--- src/i2c_host_pkg.sv ---
// Package: constants for the two-wire register host controller
package i2c_host_pkg;
    // ------------------------------------------------------------
    // Addressing
    // ------------------------------------------------------------
    localparam logic [6:0] SLAVE_ADDR = 7'h57;
    localparam logic [7:0] ADDR_WRITE = 8'hAE;
    localparam logic [7:0] ADDR_READ = 8'hAF;
    localparam logic [7:0] FIFO_DATA_INDEX = 8'h07;
    // ------------------------------------------------------------
    // Timing
    // ------------------------------------------------------------
    localparam int SYS_CLK_HZ = 50000000;
    localparam int SCL_MAX_HZ = 400000;
    // Quarter period of the serial clock, rounded up so the bus never runs faster than allowed
    localparam int QUARTER_CYCLES = (SYS_CLK_HZ + 4 * SCL_MAX_HZ - 1) / (4 * SCL_MAX_HZ);
    localparam int MAX_RETRIES = 3;
    localparam int MAX_BURST = 16;
endpackage

--- src/burst_mem.sv ---
// Burst memory: small buffer of bytes for one transfer, registered read data
module burst_mem #(
    parameter int DEPTH = 16,
    parameter int AW = 4
) (
    // Clock
    input wire logic sys_clk,
    // Write port
    input wire logic wr_en,
    input wire logic [AW-1:0] wr_addr,
    input wire logic [7:0] wr_data,
    // Read port
    input wire logic [AW-1:0] rd_addr,
    output logic [7:0] rd_data
);
    logic [7:0] mem [DEPTH];

    initial begin
        if (DEPTH > (1 << AW)) begin
            $error("burst_mem depth exceeds address range");
        end
    end

    // Storage and registered read; no reset, contents are written before read
    always_ff @(posedge sys_clk) begin
        if (wr_en) begin
            mem[wr_addr] <= wr_data;
        end
        rd_data <= mem[rd_addr];
    end
endmodule

--- src/i2c_reg_host.sv ---
// Two-wire bus master that writes and reads the sensor register bank
// Function
// - One bit per clock, data steady while high
// - Start and stop are data edges, clock high
// - Lines idle high; stop frees bus
// - Repeated start keeps bus, begins new transfer
// - Never stop within the start's high pulse
// - Direction bit: zero write, one read
// - Address 1010111: bytes 0xAE and 0xAF
// - Master checks acknowledge, retries on failure
// - Master acks reads, nacks last, then stops
// - Write: address, index, data bytes, stop
// - Read: write index, repeated start, read address
// - Beyond FIFO register needs fresh index write
// - Clock up to 400kHz; data open drain
module i2c_reg_host #(
    parameter int QUARTER = i2c_host_pkg::QUARTER_CYCLES,
    parameter int RETRIES = i2c_host_pkg::MAX_RETRIES,
    parameter int BURST = i2c_host_pkg::MAX_BURST
) (
    // Clock and reset
    input wire logic sys_clk,
    input wire logic rst,
    // Command
    input wire logic cmd_valid,
    input wire logic cmd_read,
    input wire logic [7:0] cmd_index,
    input wire logic [4:0] cmd_len,
    output logic cmd_ready,
    // Write data, loaded before the command
    input wire logic wdata_valid,
    input wire logic [3:0] wdata_addr,
    input wire logic [7:0] wdata,
    // Read data stream
    output logic rdata_valid,
    output logic [7:0] rdata,
    // Completion
    output logic done,
    output logic nack_err,
    // Bus pins
    output logic scl_o,
    output logic scl_oe,
    input wire logic sda_i,
    output logic sda_o,
    output logic sda_oe
);
    initial begin
        // The retry counter is two bits wide, so a retry limit above three would be truncated to two bits
        if (QUARTER < 1 || BURST > 16 || BURST < 1 || RETRIES < 1 || RETRIES > 3) begin
            $error("i2c_reg_host: unsupported parameter values");
        end
    end

    // ------------------------------------------------------------
    // Data line synchroniser
    // ------------------------------------------------------------
    logic sda_m_r, sda_s_r;
    // Two stages before any logic reads the returned data line
    always_ff @(posedge sys_clk) begin
        sda_m_r <= sda_i;
        sda_s_r <= sda_m_r;
    end

    // ------------------------------------------------------------
    // Burst memory
    // ------------------------------------------------------------
    logic [3:0] byte_cnt_r, byte_cnt_nxt;
    logic [7:0] mem_q;
    burst_mem #(.DEPTH(16), .AW(4)) u_mem (
        .sys_clk(sys_clk),
        .wr_en(wdata_valid && cmd_ready),
        .wr_addr(wdata_addr),
        .wr_data(wdata),
        .rd_addr(byte_cnt_nxt),
        .rd_data(mem_q)
    );

    // ------------------------------------------------------------
    // Bit engine and transfer sequencer
    // ------------------------------------------------------------
    typedef enum logic [3:0] {
        ST_IDLE, ST_START, ST_BIT, ST_ACK, ST_RSTART, ST_STOP, ST_GAP
    } state_e;
    typedef enum logic [1:0] {PH_ADDR_W, PH_INDEX, PH_DATA, PH_ADDR_R} phase_e;

    state_e st_r, st_nxt;
    phase_e ph_r, ph_nxt;
    logic [1:0] q_r, q_nxt;
    logic [15:0] tick_r, tick_nxt;
    logic [2:0] bit_r, bit_nxt;
    logic [7:0] sh_r, sh_nxt;
    logic [4:0] len_r, len_nxt;
    logic rd_r, rd_nxt;
    logic [7:0] idx_r, idx_nxt;
    logic [1:0] try_r, try_nxt;
    logic scl_r, scl_nxt, sda_r, sda_nxt;
    logic ready_r, ready_nxt, rv_r, rv_nxt, done_r, done_nxt, err_r, err_nxt;
    logic [7:0] rdata_r, rdata_nxt;
    logic tick_end;

    // Pick the byte shifted after an acknowledged one
    function automatic logic [7:0] next_byte(input phase_e ph, input logic rd, input logic [7:0] idx,
                                             input logic [7:0] mdat);
        case (ph)
            PH_ADDR_W: next_byte = idx;
            PH_INDEX: next_byte = rd ? i2c_host_pkg::ADDR_READ : mdat;
            default: next_byte = mdat;
        endcase
    endfunction

    assign tick_end = (tick_r == 16'(QUARTER - 1));

    // Next state: each bit spends four quarters, clock high in quarters 1 and 2
    always_comb begin
        st_nxt = st_r;
        ph_nxt = ph_r;
        q_nxt = q_r;
        tick_nxt = tick_end ? 16'h0000 : tick_r + 16'h0001;
        bit_nxt = bit_r;
        sh_nxt = sh_r;
        len_nxt = len_r;
        rd_nxt = rd_r;
        idx_nxt = idx_r;
        try_nxt = try_r;
        scl_nxt = scl_r;
        sda_nxt = sda_r;
        ready_nxt = ready_r;
        rv_nxt = 1'b0;
        done_nxt = 1'b0;
        err_nxt = err_r;
        rdata_nxt = rdata_r;
        byte_cnt_nxt = byte_cnt_r;
        if (st_r != ST_IDLE && tick_end) begin
            q_nxt = q_r + 2'h1;
        end
        case (st_r)
            ST_IDLE: begin
                scl_nxt = 1'b1;
                sda_nxt = 1'b1;
                tick_nxt = 16'h0000;
                q_nxt = 2'h0;
                ready_nxt = 1'b1;
                if (cmd_valid && ready_r && cmd_len != 5'h00 && cmd_len <= 5'(BURST)) begin
                    ready_nxt = 1'b0;
                    rd_nxt = cmd_read;
                    idx_nxt = cmd_index;
                    len_nxt = cmd_len;
                    try_nxt = 2'h0;
                    err_nxt = 1'b0;
                    st_nxt = ST_START;
                end
            end
            ST_START: begin
                // Data falls in quarter 1 with clock high, clock falls only after quarter 2
                if (tick_end) begin
                    case (q_r)
                        2'h0: sda_nxt = 1'b0;
                        2'h1: scl_nxt = 1'b1;
                        2'h2: scl_nxt = 1'b0;
                        default: begin
                            st_nxt = ST_BIT;
                            ph_nxt = PH_ADDR_W;
                            sh_nxt = i2c_host_pkg::ADDR_WRITE;
                            bit_nxt = 3'h7;
                            byte_cnt_nxt = 4'h0;
                        end
                    endcase
                end
            end
            ST_BIT: begin
                if (tick_end) begin
                    case (q_r)
                        2'h0: scl_nxt = 1'b1;
                        2'h1: if (ph_r == PH_DATA && rd_r) sh_nxt = {sh_r[6:0], sda_s_r};
                        2'h2: scl_nxt = 1'b0;
                        default: begin
                            if (bit_r == 3'h0) begin
                                st_nxt = ST_ACK;
                            end else begin
                                bit_nxt = bit_r - 3'h1;
                                if (!(ph_r == PH_DATA && rd_r)) sh_nxt = {sh_r[6:0], 1'b0};
                            end
                        end
                    endcase
                end
                // Data changes only while the clock is low
                if (q_r == 2'h0) begin
                    sda_nxt = (ph_r == PH_DATA && rd_r) ? 1'b1 : sh_r[7];
                end
            end
            ST_ACK: begin
                if (q_r == 2'h0) begin
                    // Ack every read byte but the last, which gets a not-acknowledge
                    sda_nxt = (ph_r == PH_DATA && rd_r) ? (len_r == 5'h01) : 1'b1;
                end
                if (tick_end) begin
                    case (q_r)
                        2'h0: scl_nxt = 1'b1;
                        2'h1: begin
                            if (ph_r == PH_DATA && rd_r) begin
                                rv_nxt = 1'b1;
                                rdata_nxt = sh_r;
                            end else if (sda_s_r) begin
                                err_nxt = 1'b1;
                            end
                        end
                        2'h2: scl_nxt = 1'b0;
                        default: begin
                            bit_nxt = 3'h7;
                            if (err_r) begin
                                st_nxt = ST_STOP;
                            end else if (ph_r == PH_ADDR_W) begin
                                ph_nxt = PH_INDEX;
                                sh_nxt = next_byte(ph_r, rd_r, idx_r, mem_q);
                                st_nxt = ST_BIT;
                            end else if (ph_r == PH_INDEX && rd_r) begin
                                st_nxt = ST_RSTART;
                            end else if (ph_r == PH_ADDR_R) begin
                                ph_nxt = PH_DATA;
                                st_nxt = ST_BIT;
                            end else if (ph_r == PH_INDEX) begin
                                // Slot 0 goes out now; point at slot 1 so the registered read is one byte ahead
                                byte_cnt_nxt = 4'h1;
                                ph_nxt = PH_DATA;
                                sh_nxt = next_byte(ph_r, rd_r, idx_r, mem_q);
                                st_nxt = ST_BIT;
                            end else if (len_r == 5'h01) begin
                                st_nxt = ST_STOP;
                            end else begin
                                len_nxt = len_r - 5'h01;
                                byte_cnt_nxt = byte_cnt_r + 4'h1;
                                sh_nxt = mem_q;
                                st_nxt = ST_BIT;
                            end
                        end
                    endcase
                end
            end
            ST_RSTART: begin
                // Release data with clock low, raise clock, then pull data low: no stop between
                if (tick_end) begin
                    case (q_r)
                        2'h0: sda_nxt = 1'b1;
                        2'h1: scl_nxt = 1'b1;
                        2'h2: sda_nxt = 1'b0;
                        default: begin
                            scl_nxt = 1'b0;
                            ph_nxt = PH_ADDR_R;
                            sh_nxt = i2c_host_pkg::ADDR_READ;
                            st_nxt = ST_BIT;
                        end
                    endcase
                end
            end
            ST_STOP: begin
                // Stop comes in a clock-high pulse of its own, never the start's one
                if (tick_end) begin
                    case (q_r)
                        2'h0: sda_nxt = 1'b0;
                        2'h1: scl_nxt = 1'b1;
                        2'h2: sda_nxt = 1'b1;
                        default: st_nxt = ST_GAP;
                    endcase
                end
            end
            ST_GAP: begin
                // Bus free time before the next start or retry
                if (tick_end && q_r == 2'h3) begin
                    if (err_r && try_r != 2'(RETRIES)) begin
                        try_nxt = try_r + 2'h1;
                        err_nxt = 1'b0;
                        len_nxt = len_r;
                        st_nxt = ST_START;
                    end else begin
                        done_nxt = 1'b1;
                        st_nxt = ST_IDLE;
                    end
                end
            end
            default: st_nxt = ST_IDLE;
        endcase
    end

    // Registers; a retry restarts from the first byte but sends only the len_r bytes still left
    always_ff @(posedge sys_clk) begin
        if (rst) begin
            st_r <= ST_IDLE;
            ph_r <= PH_ADDR_W;
            q_r <= 2'h0;
            tick_r <= 16'h0000;
            bit_r <= 3'h7;
            sh_r <= 8'h00;
            len_r <= 5'h00;
            rd_r <= 1'b0;
            idx_r <= 8'h00;
            try_r <= 2'h0;
            scl_r <= 1'b1;
            sda_r <= 1'b1;
            ready_r <= 1'b0;
            rv_r <= 1'b0;
            done_r <= 1'b0;
            err_r <= 1'b0;
            rdata_r <= 8'h00;
            byte_cnt_r <= 4'h0;
        end else begin
            st_r <= st_nxt;
            ph_r <= ph_nxt;
            q_r <= q_nxt;
            tick_r <= tick_nxt;
            bit_r <= bit_nxt;
            sh_r <= sh_nxt;
            len_r <= len_nxt;
            rd_r <= rd_nxt;
            idx_r <= idx_nxt;
            try_r <= try_nxt;
            scl_r <= scl_nxt;
            sda_r <= sda_nxt;
            ready_r <= ready_nxt;
            rv_r <= rv_nxt;
            done_r <= done_nxt;
            err_r <= err_nxt;
            rdata_r <= rdata_nxt;
            byte_cnt_r <= byte_cnt_nxt;
        end
    end

    // Open-drain outputs: enable only while pulling low
    assign cmd_ready = ready_r;
    assign rdata_valid = rv_r;
    assign rdata = rdata_r;
    assign done = done_r;
    assign nack_err = err_r;
    assign scl_o = 1'b0;
    assign scl_oe = ~scl_r;
    assign sda_o = 1'b0;
    assign sda_oe = ~sda_r;
endmodule

--- config.mk ---
export PLATFORM = sky130hd
export DESIGN_NAME = i2c_reg_host
export DESIGN_NICKNAME = d
export VERILOG_FILES = /design/src/i2c_host_pkg.sv /design/src/burst_mem.sv /design/src/i2c_reg_host.sv
export SDC_FILE = /design/constraint.sdc
export NUM_CORES = 1
export LEC_CHECK = 0
export BUFFER_PORTS_ARGS = -buffer_cell sky130_fd_sc_hd__buf_2
export CORE_ASPECT_RATIO = 1.2
export CORE_MARGIN = 5
export CORE_UTILIZATION = 25
export CTS_CLUSTER_DIAMETER = 80
export DETAILED_ROUTE_END_ITERATION = 10
export PLACE_DENSITY = 0.48
export SETUP_SLACK_MARGIN = 0.05
export SLEW_MARGIN = 20
export SYNTH_ARGS = -nofsm -noshare
export SYNTH_HDL_FRONTEND = slang
export SYNTH_SLANG_ARGS = --single-unit
--- constraint.sdc ---
create_clock -name sys_clk -period 3.15 [get_ports sys_clk]
set_input_delay 0.63 -clock sys_clk [delete_from_list [all_inputs] [get_ports sys_clk]]
set_output_delay 0.63 -clock sys_clk [all_outputs]
set_load 0.005 [all_outputs]
==> results.txt, run 1 <==
----------------------------------------------------
[Setup path]
  Length in cells of the worst reg-to-reg path ... 9
  CP Data Required Time ... 3.61 ns
  Highest-delay cell along the critical path ... or4_4
  Most prevalent standard cell on the critical path ... or4_4
  Reg2reg end ... u_mem.rd_data[5]$_DFF_P_
  Critical path origin ... tick_r[7]$_SDFF_PP0_
  Instance count on the critical path ... 9
  Family with the most delay on the worst path ... simple AND/OR/NAND/NOR gates
  Cells traversed along the worst timing path ... or4_4 -> or4_4 -> o21ai_4 -> o21a_1 -> buf_12 -> o21ai_2 -> o221ai_1 -> nand4_1 -> o21ai_1
  Maximum fanout along the worst path ... 26
  Maximum cell stage delay along the critical path ... 0.58 ns
  Worst Setup Path Type ... reg2reg
  Count of buffer and inverter cells on the critical path ... 1
  R2r startpoint ... tick_r[7]$_SDFF_PP0_
  Setup slack, reg-to-reg ... 0.30 ns
  Kind of launch point of the worst setup path ... flip-flop
  Type of element capturing the critical path ... flip-flop
  Worst endpoint data arrival time ... 3.31 ns
  Termination of the worst setup path ... u_mem.rd_data[5]$_DFF_P_

[Floorplanning]
  # IOs ... 47
  Placeable core region ... 35900 sq um
  Die ar. ... 40200 sq um
  Initial core utilization ... 25.3%
  Die outline height ... 219 microns
  Count of standard-cell rows ... 76
  DIE WIDTH ... 184 microns

[Logic synthesis]
  Fraction of registers with async set/reset ... 0%
  Synthesized cell area ... 9080 sq um
  Total of warnings raised by yosys ... 0
  Combinational family with the most area after synthesis ... simple AND/OR/NAND/NOR gates
  Basic-gate share of the synthesized area counting and, or, nand and nor cells ... 16.6%
  Complex-gate fraction of the synthesized area ... 12.0%
  Dominant synthesized flop cell ... edfxtp_1
  Post-synthesis adder-cell area fraction ... 1.93%
  Multiplexer share of the synthesized area ... 4.85%
  Post-synth EDFFs ... 128
  Synthesized area per cell ... 10.9 sq um
  #FFs+latches synth ... 206
  Distinct cell type count of the synthesized netlist ... 62
  Part of the Yosys area used for sequential elements ... 59.5%
  Gate count of the mapped netlist ... 830
  Synthesized-area fraction occupied by xor and xnor cells ... 1.74%

[Pwr]
  Cell Pwr Density ... 614 nW/um^2
  Worst voltage drop across the vdd grid ... 0.000343 V
  Total chip power ... 0.00665 W
  Cell leakage power ... 3.99 nW

[Drt]
  Routed via count divided by cell count ... 4.75
  Antenna Nets Post-Route ... 0
  Vias ... 6549
  Wire length per cell ... 18.1 microns
  Initial drt markers ... 493
  Final wirelength ... 24.9 mm
  Final routed DRC violation total ... 0
  Number of detailed-route iterations in the first pass ... 5

[STA]
  Setup violations, final ... 0
  Fin. max-slew vios ... 0
  Normalized max-slew margin ... 44.2%
  Min Tclk post-route ... 2.85 ns
  Setup repair after global routing missed its margin ... no
  Slew @ Worst Pin ... 0.834 ns
  Highest clock frequency the design can meet ... 0.351 GHz
  Final period util ... 90.6%
  Setup TNS ... 0 ns
  Hold violation count in the final report ... 0
  Largest clock skew in the final design ... 0.0212 ns
  Min Hold Slack ... 0.240 ns

[Cells and area]
  Share of post-route cells with drive strength above 1 ... 15.1%
  Synthesis-to-finish area growth ... 19.3%
  Final Net Count ... 939
  Share of the core filled with cells in the final layout ... 30.1%
  ANT cells ... 0
  Most frequent cells in the layout ... edfxtp_1, nand2_1, nor2_1
  Non-filler instance count after layout ... 1378
  Leading cell type in the layout, fill and taps excluded ... edfxtp_1

[Clock tree]
  Worst-Skew Late Latency ... 0.52 ns
  Clock tree from TritonCTS ... done
  CTS Buffer Depth ... 3
  Hold_buf cts ... 0
  Register clock-pin slew on the reported worst setup and hold paths ... 0.06 ns
  Clock Sink Count ... 206
  Root buffer cell ... clkbuf_16
  Number of buffers created by CTS ... 24
  CTS HTree Levels ... 1

[Global route]
  Number of global-route vias before repair ... 6427
  Residual overflow from global routing ... 0
  Largest net degree at the start of global routing ... 33
  Wire length of the first global-routing pass ... 38.8 mm
  Overall routing resource usage ... 12.3%
  Initial antenna violation count ... 0

[Placement]
  Buffers added on ports ... 44
  Placed insts ... 1335
  Half-perimeter wire length after detailed placement ... 17.5 mm
  Final weighted congestion in routability-driven placement ... 0.807

[Flow run]
  Max Cap Violations ... 0

[Min path]
  Hold Crit Class ... in2reg
  Hold_sp ... sda_i

[Outcome]
  Run status ... finished clean

----------------------------------------------------
[worst min-delay path by stage]
stage	to	depth (start not counted)	slack (ns)
after floorplan	sda_s_r$_DFF_P_	0	0.31
after global placement	sda_s_r$_DFF_P_	0	0.31
after detailed placement	sda_s_r$_DFF_P_	0	0.32
after CTS	sda_m_r$_DFF_P_	1	0.23
after global routing	sda_m_r$_DFF_P_	1	0.22
final	sda_m_r$_DFF_P_	1	0.24
[worst reg2reg max path: cells and delay by family (launching register included)]
kind,cells,cell delay (ns)
simple gates,3,1.28
flops,1,0.33
buf+inv,1,0.19
compound gates,5,1.00
[state kept, by name (all words and copies together) (netlist names), 2 cells and up]
register	count
u_mem.mem	128
rdata	8
tick_r	16
sh_r	8
ph_r	2
byte_cnt_r	4
u_mem.rd_data	8
st_r	3
len_r	5
try_r	2
bit_r	3
q_r	2
idx_r	8
[cells in the mapped netlist, types with 3 or more instances]
| library cell | n | area [sq um] |
|---|---|---|
| mux2i_1 | 44 | 440 |
| o21ai_0 | 22 | 110 |
| dfxtp_1 | 78 | 1560 |
| xor2_1 | 12 | 105 |
| nand4_1 | 16 | 100 |
| clkbuf_1 | 25 | 93.8 |
| nor2b_1 | 4 | 25.0 |
| a221o_1 | 3 | 30.0 |
| a311oi_1 | 6 | 52.6 |
| nand3_1 | 43 | 215 |
| or3_1 | 4 | 25.0 |
| o221ai_1 | 14 | 123 |
| o2111ai_1 | 3 | 26.3 |
| buf_1 | 3 | 11.3 |
| a41oi_1 | 3 | 26.3 |
| nor2_1 | 81 | 304 |
| xnor2_1 | 6 | 52.6 |
| buf_4 | 5 | 37.5 |
| edfxtp_1 | 128 | 3840 |
| buf_2 | 14 | 70.1 |
| o21a_1 | 3 | 22.5 |
| nor3_2 | 3 | 30.0 |
| o21ai_2 | 3 | 26.3 |
| and3_1 | 5 | 31.3 |
| a211oi_1 | 11 | 82.6 |
| nor3_1 | 41 | 205 |
| a31oi_1 | 13 | 81.3 |
| and2_1 | 4 | 25.0 |
| a21oi_1 | 43 | 215 |
| inv_1 | 18 | 67.6 |
| nand2_1 | 94 | 353 |
| ha_1 | 14 | 175 |
| o211ai_1 | 11 | 82.6 |
| nand2b_1 | 9 | 56.3 |
| o21ai_1 | 9 | 45.0 |
[per-layer routing]
| layer | vias up | share of wire, % | track usage, % |
|---|---|---|---|
| li1 | 3194 | - | - |
| met1 | 3142 | 45 | 16.9 |
| met2 | 174 | 47 | 20.3 |
| met3 | 39 | 4.9 | 1.98 |
| met4 | 0 | 2.4 | 3.01 |
| met5 | - | 0 | 0 |
[report_power, final]
group / leakage (nW) / total, W / internal, W / switching (W)
logic: 1.83 / 0.000886 / 0.000325 / 0.000560
registers: 1.79 / 0.00303 / 0.00295 / 0.0000743
clock network: 0.374 / 0.00273 / 0.00164 / 0.00109
[logic make-up (layout without fill, tap and decap cells)]
logic type	Yosys count	count (layout)
AOI/OAI and AO/OA	162	162
xor gates and xnor gates	18	18
adders and majority gates	14	14
buffers and inverters	67	146
DFF	206	206
muxes	44	44
other	1	2
and+or+nand+nor	318	318
[through the flow]
stage | setup WS [ns] | area [sq um]
after floorplan | 0.487 | 9080
after global placement | 0.284 | 10000
after detailed placement | 0.236 | 10000
after CTS | 0.221 | 10800
after global routing | 0.0540 | 10800
final | 0.297 | 10800
[repair_timing]
action	in CTS	in global routing
endpoints found under the hold margin	0	0
gates resized for setup	0	3
buffers inserted	0	1
endpoints found under the setup margin	0	4
[final cells by class]
cell class              instances  area [sq um]
well taps                     468           586
clock inverters                14           156
repair buffers                 85           591
inverters                      19          71.3
multi-input cells             558          3410
fillers                      3743         25100
flip-flops and latches        206          5410
clock buffers                  28           616
Note: power is estimated with default switching activity, not from simulation.
==> run 2, diff against run 1 <==
--- a/config.mk
+++ b/config.mk
@@ -12,6 +12,7 @@
 export CTS_CLUSTER_DIAMETER = 80
 export DETAILED_ROUTE_END_ITERATION = 10
 export PLACE_DENSITY = 0.48
+export RECOVER_POWER = 25
 export SETUP_SLACK_MARGIN = 0.05
 export SLEW_MARGIN = 20
 export SYNTH_ARGS = -nofsm -noshare
==> results.txt, run 2 (synthesis results as in run 1) <==
----------------------------------------------------
[Cells and area]
  Leading cell type in the layout, fill and taps excluded ... edfxtp_1
  Filler cell count in the final layout ... 3747 (+0.11%)
  Most flop-heavy register ... u_mem.mem
  Largest registers ranked by flip-flop count ... u_mem.mem (128), tick_r (16)
  ANT cells ... 0 (unchanged)
  Synthesis-to-finish area growth ... 19.2% (about the same)
  Final Net Count ... 939 (unchanged)
  Share of post-route cells with drive strength above 1 ... 14.2% (-0.88 points)
  Most frequent cells in the layout ... edfxtp_1, nand2_1, nor2_1
  Flip-flop count of the largest register after layout ... 128 (unchanged)

[Global route]
  Largest net degree at the start of global routing ... 33 (unchanged)
  Number of global-route vias before repair ... 6427 (unchanged)
  Initial antenna violation count ... 0 (unchanged)
  Overall routing resource usage ... 12.3% (unchanged)
  Wire length of the first global-routing pass ... 38.8 mm (unchanged)
  Residual overflow from global routing ... 0 (unchanged)

[Min path]
  Hold Crit Class ... in2reg

[Floorplanning]
  Placeable core region ... 35900 sq um (unchanged)
  Initial core utilization ... 25.3% (unchanged)
  Count of standard-cell rows ... 76 (unchanged)
  Die ar. ... 40200 sq um (unchanged)
  Die outline height ... 219 microns (unchanged)
  # IOs ... 47 (unchanged)
  DIE WIDTH ... 184 microns (unchanged)

[Clock tree]
  Root buffer cell ... clkbuf_16
  Register clock-pin slew on the reported worst setup and hold paths ... 0.06 ns (about the same)
  CTS Buffer Depth ... 3 (unchanged)
  Clock Sink Count ... 206 (unchanged)
  Number of buffers created by CTS ... 24 (unchanged)
  Hold_buf cts ... 0 (unchanged)
  Clock tree from TritonCTS ... done
  CTS HTree Levels ... 1 (unchanged)
  Worst-Skew Late Latency ... 0.53 ns (about the same)

[Drt]
  Routed via count divided by cell count ... 4.75 (-0.12%)
  Initial drt markers ... 493 (unchanged)
  Wire length per cell ... 18.1 microns (about the same)
  Final wirelength ... 24.9 mm (about the same)
  Vias ... 6541 (-0.12%)
  Number of detailed-route iterations in the first pass ... 5 (unchanged)
  Final routed DRC violation total ... 0 (unchanged)
  Antenna Nets Post-Route ... 0 (unchanged)

[Pwr]
  Combinational power share ... 13.3% (about the same)
  Switching fraction of total power ... 26.0% (+0.034 points)
  Net switching power of the design ... 0.00173 W (+0.16%)
  Part of the power in the clock network ... 41.2% (about the same)
  Worst voltage drop across the vdd grid ... 0.000343 V (about the same)
  Part of the total power dissipated in sequential elements ... 45.5% (about the same)
  Design internal power ... 0.00492 W (about the same)
  Total chip power ... 0.00665 W (about the same)
  Cell leakage power ... 3.96 nW (-0.55%)
  Cell Pwr Density ... 614 nW/um^2 (+0.12%)

[STA]
  Hold violation count in the final report ... 0 (unchanged)
  Highest clock frequency the design can meet ... 0.351 GHz (about the same)
  Worst-case setup margin in the final layout ... 0.300 ns (+0.00257 ns)
  Slew @ Worst Pin ... 0.977 ns (+0.143 ns)
  Setup violations, final ... 0 (unchanged)
  Min Tclk post-route ... 2.85 ns (-0.00257 ns)
  Final period util ... 90.5% (about the same)
  Normalized max-slew margin ... 34.9% (-9.3 points)
  Setup TNS ... 0 ns (unchanged)
  Largest clock skew in the final design ... 0.0232 ns (+0.00201 ns)
  Fin. max-slew vios ... 0 (unchanged)
  Setup repair after global routing missed its margin ... no

[Setup path]
  Maximum fanout along the worst path ... 26 (unchanged)
  Worst endpoint data arrival time ... 3.31 ns (about the same)
  Setup slack, reg-to-reg ... 0.30 ns (about the same)
  Type of element capturing the critical path ... flip-flop
  Worst Setup Path Type ... reg2reg
  Kind of launch point of the worst setup path ... flip-flop
  CP Data Required Time ... 3.61 ns (about the same)

[Placement]
  Buffers added on ports ... 44 (unchanged)
  Half-perimeter wire length after detailed placement ... 17.5 mm (unchanged)
  Worst slack after detailed placement ... 0.236 ns (unchanged)
  Final weighted congestion in routability-driven placement ... 0.807 (unchanged)

[Outcome]
  Run status ... finished clean

[Flow run]
  Max Cap Violations ... 0 (unchanged)

----------------------------------------------------
## run 2: cell count changes in the layout (fill, tap and decap cells not counted), sizes merged
cell,delta
clkbuf,+8
buf,-8
## run 2: worst paths after layout
kind / cells after the start / end / startpoint
min reg2reg: 0 / sda_s_r$_DFF_P_ / sda_m_r$_DFF_P_
min: 1 / sda_m_r$_DFF_P_ / sda_i
max reg2reg: 9 / u_mem.rd_data[5]$_DFF_P_ / tick_r[7]$_SDFF_PP0_
max: 9 / u_mem.rd_data[5]$_DFF_P_ / tick_r[7]$_SDFF_PP0_
## run 2: layer usage
metal	vias up	share of wire [%]	GRT usage (%)
met5	-	0	0
met4	0	2.4	3.01
met3	39	5.0	1.98
met2	173	47	20.3
met1	3136	45	16.9
li1	3193	-	-
## run 2: cell type report
cell class                      count  area [sq um]  area share (%)
Inverter                           19          71.3           0.659
Tap cell                          468           586            5.41
Multi-Input combinational cell    558          3410            31.5
Timing Repair Buffer               85           581            5.36
Clock buffer                       28           616            5.69
Sequential cell                   206          5410            49.9
Clock inverter                     14           156            1.45
## run 2: power groups by stage
stage                     clock [W]  sequential (W)  combinational, W
after floorplan                   0         0.00306          0.000554
after global placement            0         0.00308          0.000875
after detailed placement          0         0.00308          0.000872
after CTS                   0.00281         0.00303          0.000877
after global routing        0.00293         0.00304          0.000986
final                       0.00274         0.00303          0.000884
## run 2: per-stage QoR
stage / std cells / cell area [sq um] / hold WS (ns) / util [%]
6_report: 1378 / 10800 / 0.253 / 30.1
4_1_cts: 1377 / 10800 / 0.226 / 30.1
3_5_place_dp: 1335 / 10000 / 0.316 / 27.9
3_3_place_gp: 1335 / 10000 / 0.315 / 27.9
5_1_grt: 1378 / 10800 / 0.248 / 30.1
2_1_floorplan: 831 / 9080 / 0.310 / -
## run 2: what timing repair did
action | 4_1_cts | 5_1_grt
buffers inserted | 0 | 1
endpoints found under the setup margin | 0 | 4
gates resized for setup | 0 | 3
## run 2: critical path, stage by stage, from the launching register on
cell and delay [ns]:
dfxtp_1 0.33, or4_4 0.58, or4_4 0.57, o21ai_4 0.24, o21a_1 0.21, buf_12 0.19, o21ai_2 0.16, o221ai_1 0.29
nand4_1 0.13, o21ai_1 0.09
==> run 3, diff against run 2 <==
--- a/config.mk
+++ b/config.mk
@@ -17,4 +17,5 @@
 export SLEW_MARGIN = 20
 export SYNTH_ARGS = -nofsm -noshare
 export SYNTH_HDL_FRONTEND = slang
+export SYNTH_HIERARCHICAL = 1
 export SYNTH_SLANG_ARGS = --single-unit
==> constraint.sdc (replaced) <==
create_clock -name sys_clk -period 3.6 [get_ports sys_clk]
set_input_delay 0.72 -clock sys_clk [delete_from_list [all_inputs] [get_ports sys_clk]]
set_output_delay 0.72 -clock sys_clk [all_outputs]
set_load 0.005 [all_outputs]
==> results.txt, run 3 <==
----------------------------------------------------
[Outcome]
  Run status ... finished clean

[Floorplanning]
  Die ar. ... 40100 sq um (-0.22%)
  Count of standard-cell rows ... 76 (unchanged)
  Placeable core region ... 35800 sq um (-0.26%)
  Die outline height ... 218 microns (-0.11%)
  Initial core utilization ... 25.3% (about the same)
  # IOs ... 47 (unchanged)
  DIE WIDTH ... 184 microns (-0.11%)

[STA]
  Hold violation count in the final report ... 0 (unchanged)
  Setup violations, final ... 0 (unchanged)
  Slew @ Worst Pin ... 0.869 ns (-0.108 ns)
  Min Tclk post-route ... 3.29 ns (+0.444 ns)
  Largest clock skew in the final design ... 0.0159 ns (-0.00737 ns)
  Highest clock frequency the design can meet ... 0.304 GHz (-13%)
  Normalized max-slew margin ... 41.6% (+6.8 points)
  Fin. max-slew vios ... 0 (unchanged)
  Setup TNS ... 0 ns (unchanged)
  Setup repair after global routing missed its margin ... no
  Final period util ... 91.5% (+1.0 points)

[Pwr]
  Worst voltage drop across the vdd grid ... 0.000269 V (-21%)
  Cell leakage power ... 3.57 nW (-10%)
  Cell Pwr Density ... 478 nW/um^2 (-22%)

[Logic synthesis]
  Post-synth EDFFs ... 128 (unchanged)
  Cell with the most instances after synthesis ... edfxtp_1
  Largest cells by area after synthesis ... edfxtp_1, dfxtp_1, mux4_2
  Dominant synthesized flop cell ... edfxtp_1
  Largest area contributor in the synthesized netlist ... edfxtp_1
  Total of warnings raised by yosys ... 6 (+6)
  Distinct cell type count of the synthesized netlist ... 71 (+15%)
  Fraction of registers with async set/reset ... 0% (unchanged)
  Post-synth top area share ... 42.4% (+0.099 points)
  #FFs+latches synth ... 206 (unchanged)
  Part of the Yosys area used for sequential elements ... 59.7% (+0.14 points)
  Synthesized area per cell ... 12.9 sq um (+18%)
  Gate count of the mapped netlist ... 703 (-15%)
  Synthesized cell area ... 9060 sq um (-0.23%)
  Leading post-synthesis cells by instance count ... edfxtp_1, dfxtp_1, nor2_1

[Setup path]
  Critical path origin ... tick_r[10]$_SDFF_PP0_
  Maximum fanout along the worst path ... 16 (-38%)
  Family with the most delay on the worst path ... simple AND/OR/NAND/NOR gates
  Termination of the worst setup path ... u_mem/rd_data[3]$_DFF_P_
  Worst endpoint data arrival time ... 3.70 ns (+0.39 ns)
  Instance count on the critical path ... 8 (-1)
  R2r startpoint ... tick_r[10]$_SDFF_PP0_
  Maximum cell stage delay along the critical path ... 0.60 ns (+0.02 ns)
  Kind of launch point of the worst setup path ... flip-flop
  Reg2reg end ... u_mem/rd_data[3]$_DFF_P_
  CP Data Required Time ... 4.00 ns (+0.39 ns)
  Count of buffer and inverter cells on the critical path ... 1 (unchanged)
  Type of element capturing the critical path ... flip-flop
  Setup slack, reg-to-reg ... 0.31 ns (about the same)
  Length in cells of the worst reg-to-reg path ... 8 (-1)
  Worst Setup Path Type ... reg2reg
  Cells traversed along the worst timing path ... nor4_1 -> and4_1 -> o2111a_1 -> a211o_2 -> buf_12 -> mux4_1 -> a22oi_1 -> nand2_1
  Highest-delay cell along the critical path ... mux4_1

[Drt]
  Vias ... 5809 (-11%)
  Final routed DRC violation total ... 0 (unchanged)
  Antenna Nets Post-Route ... 0 (unchanged)
  Final wirelength ... 21.5 mm (-14%)
  Routed via count divided by cell count ... 4.65 (-2.0%)
  Initial drt markers ... 299 (-39%)
  Number of detailed-route iterations in the first pass ... 6 (+1)
  Wire length per cell ... 17.2 microns (-4.8%)

[Clock tree]
  Root buffer cell ... clkbuf_16
  Clock Sink Count ... 206 (unchanged)
  Hold_buf cts ... 0 (unchanged)
  Worst-Skew Late Latency ... 0.52 ns (about the same)
  CTS Buffer Depth ... 3 (unchanged)
  Number of post-CTS setup repair buffers ... 0 (unchanged)
  Number of instances resized during post-cts repair ... 0 (unchanged)
  Clock tree from TritonCTS ... done
  Register clock-pin slew on the reported worst setup and hold paths ... 0.06 ns (about the same)
  Number of buffers created by CTS ... 23 (-4.2%)
  CTS HTree Levels ... 1 (unchanged)

[Placement]
  Half-perimeter wire length after detailed placement ... 15.3 mm (-13%)
  Final weighted congestion in routability-driven placement ... 0.771 (-4.4%)
  Placed insts ... 1208 (-9.5%)
  Buffers added on ports ... 44 (unchanged)

[Cells and area]
  Synthesis-to-finish area growth ... 17.4%
  Largest registers ranked by flip-flop count ... u_mem/mem (128), tick_r (16)
  Share of the core filled with cells in the final layout ... 29.6% (-0.46 points)
  Flip-flop count of the largest register after layout ... 128 (unchanged)
  Non-filler instance count after layout ... 1249 (-9.4%)
  Most frequent cells in the layout ... edfxtp_1, dfxtp_1, nor2_1
  Leading cell type in the layout, fill and taps excluded ... edfxtp_1
  Share of post-route cells with drive strength above 1 ... 18.4% (+4.3 points)
  Most flop-heavy register ... u_mem/mem
  Final Net Count ... 810 (-14%)
  ANT cells ... 0 (unchanged)

[Global route]
  Residual overflow from global routing ... 0 (unchanged)
  Initial antenna violation count ... 0 (unchanged)
  Number of global-route vias before repair ... 5865 (-8.7%)
  Overall routing resource usage ... 10.5% (-1.8 points)
  Largest net degree at the start of global routing ... 46 (+39%)
  Wire length of the first global-routing pass ... 33.7 mm (-13%)

[Min path]
  Hold Crit Class ... in2reg

[Flow run]
  Max Cap Violations ... 0 (unchanged)

----------------------------------------------------
[run 3: layout make-up]
| class | instances | area, sq um |
|---|---|---|
| clock buffer | 27 | 591 |
| timing repair buffer | 78 | 493 |
| multi-input combinational | 439 | 3350 |
| clock inverter | 14 | 136 |
| tap | 468 | 586 |
| sequential | 206 | 5410 |
| fill | 3619 | 25200 |
| inverter | 17 | 63.8 |
[run 3: worst min-delay path by stage]
stage	end	slack, ns	cells after the start	from
floorplan	sda_s_r$_DFF_P_	0.31	0	sda_m_r$_DFF_P_
CTS	sda_m_r$_DFF_P_	0.29	1	sda_i
global route	sda_m_r$_DFF_P_	0.30	1	sda_i
global placement	sda_s_r$_DFF_P_	0.32	0	sda_m_r$_DFF_P_
finish	sda_m_r$_DFF_P_	0.31	1	sda_i
detailed placement	sda_s_r$_DFF_P_	0.32	0	sda_m_r$_DFF_P_
[run 3: worst reg2reg max path: cells and delay by family, from the launching register on]
family	cells	cell delay, ns
compound gates	3	0.87
buf+inv	1	0.24
flops	1	0.33
mux	1	0.61
simple gates	3	1.14
[run 3: metrics by stage]
| stage | worst slack (ns) | instance area (sq um) | power, W | hold WS [ns] |
|---|---|---|---|---|
| final | 0.306 | 10600 | 0.00508 | 0.312 |
| after global routing | 0.102 | 10600 | 0.00529 | 0.296 |
| after CTS | 0.291 | 10600 | 0.00516 | 0.289 |
| after detailed placement | 0.289 | 9910 | 0.00287 | 0.319 |
| after global placement | 0.340 | 9910 | 0.00288 | 0.318 |
| after floorplan | 0.997 | 9060 | 0.00275 | 0.310 |
[run 3: where the power goes]
group          internal (W)  switching (W)  total [W]
sequential          0.00253      0.0000226    0.00256
combinational     0.0000920       0.000172   0.000264
clock               0.00132       0.000937    0.00226
[run 3: metal layers]
metal	global-route usage (%)	wire [microns]	vias up
li1	-	-	2815
met1	13.1	9240	2861
met2	18.4	10900	99
met3	1.90	841	34
met4	2.91	467	0
met5	0	0	-
[run 3: cells by family (layout without fill, tap and decap cells)]
kind of cell | Yosys count | after routing | synth area share, %
AOI/OAI and AO/OA | 147 | 147 | 11.2
xor gates and xnor gates | 17 | 17 | 1.64
adders and majority gates | 14 | 14 | 1.93
buffers and inverters | 59 | 136 | 3.38
DFF | 206 | 206 | 59.7
muxes | 45 | 45 | 9.99
other | 1 | 2 | 0.0414
and+or+nand+nor | 214 | 214 | 12.2
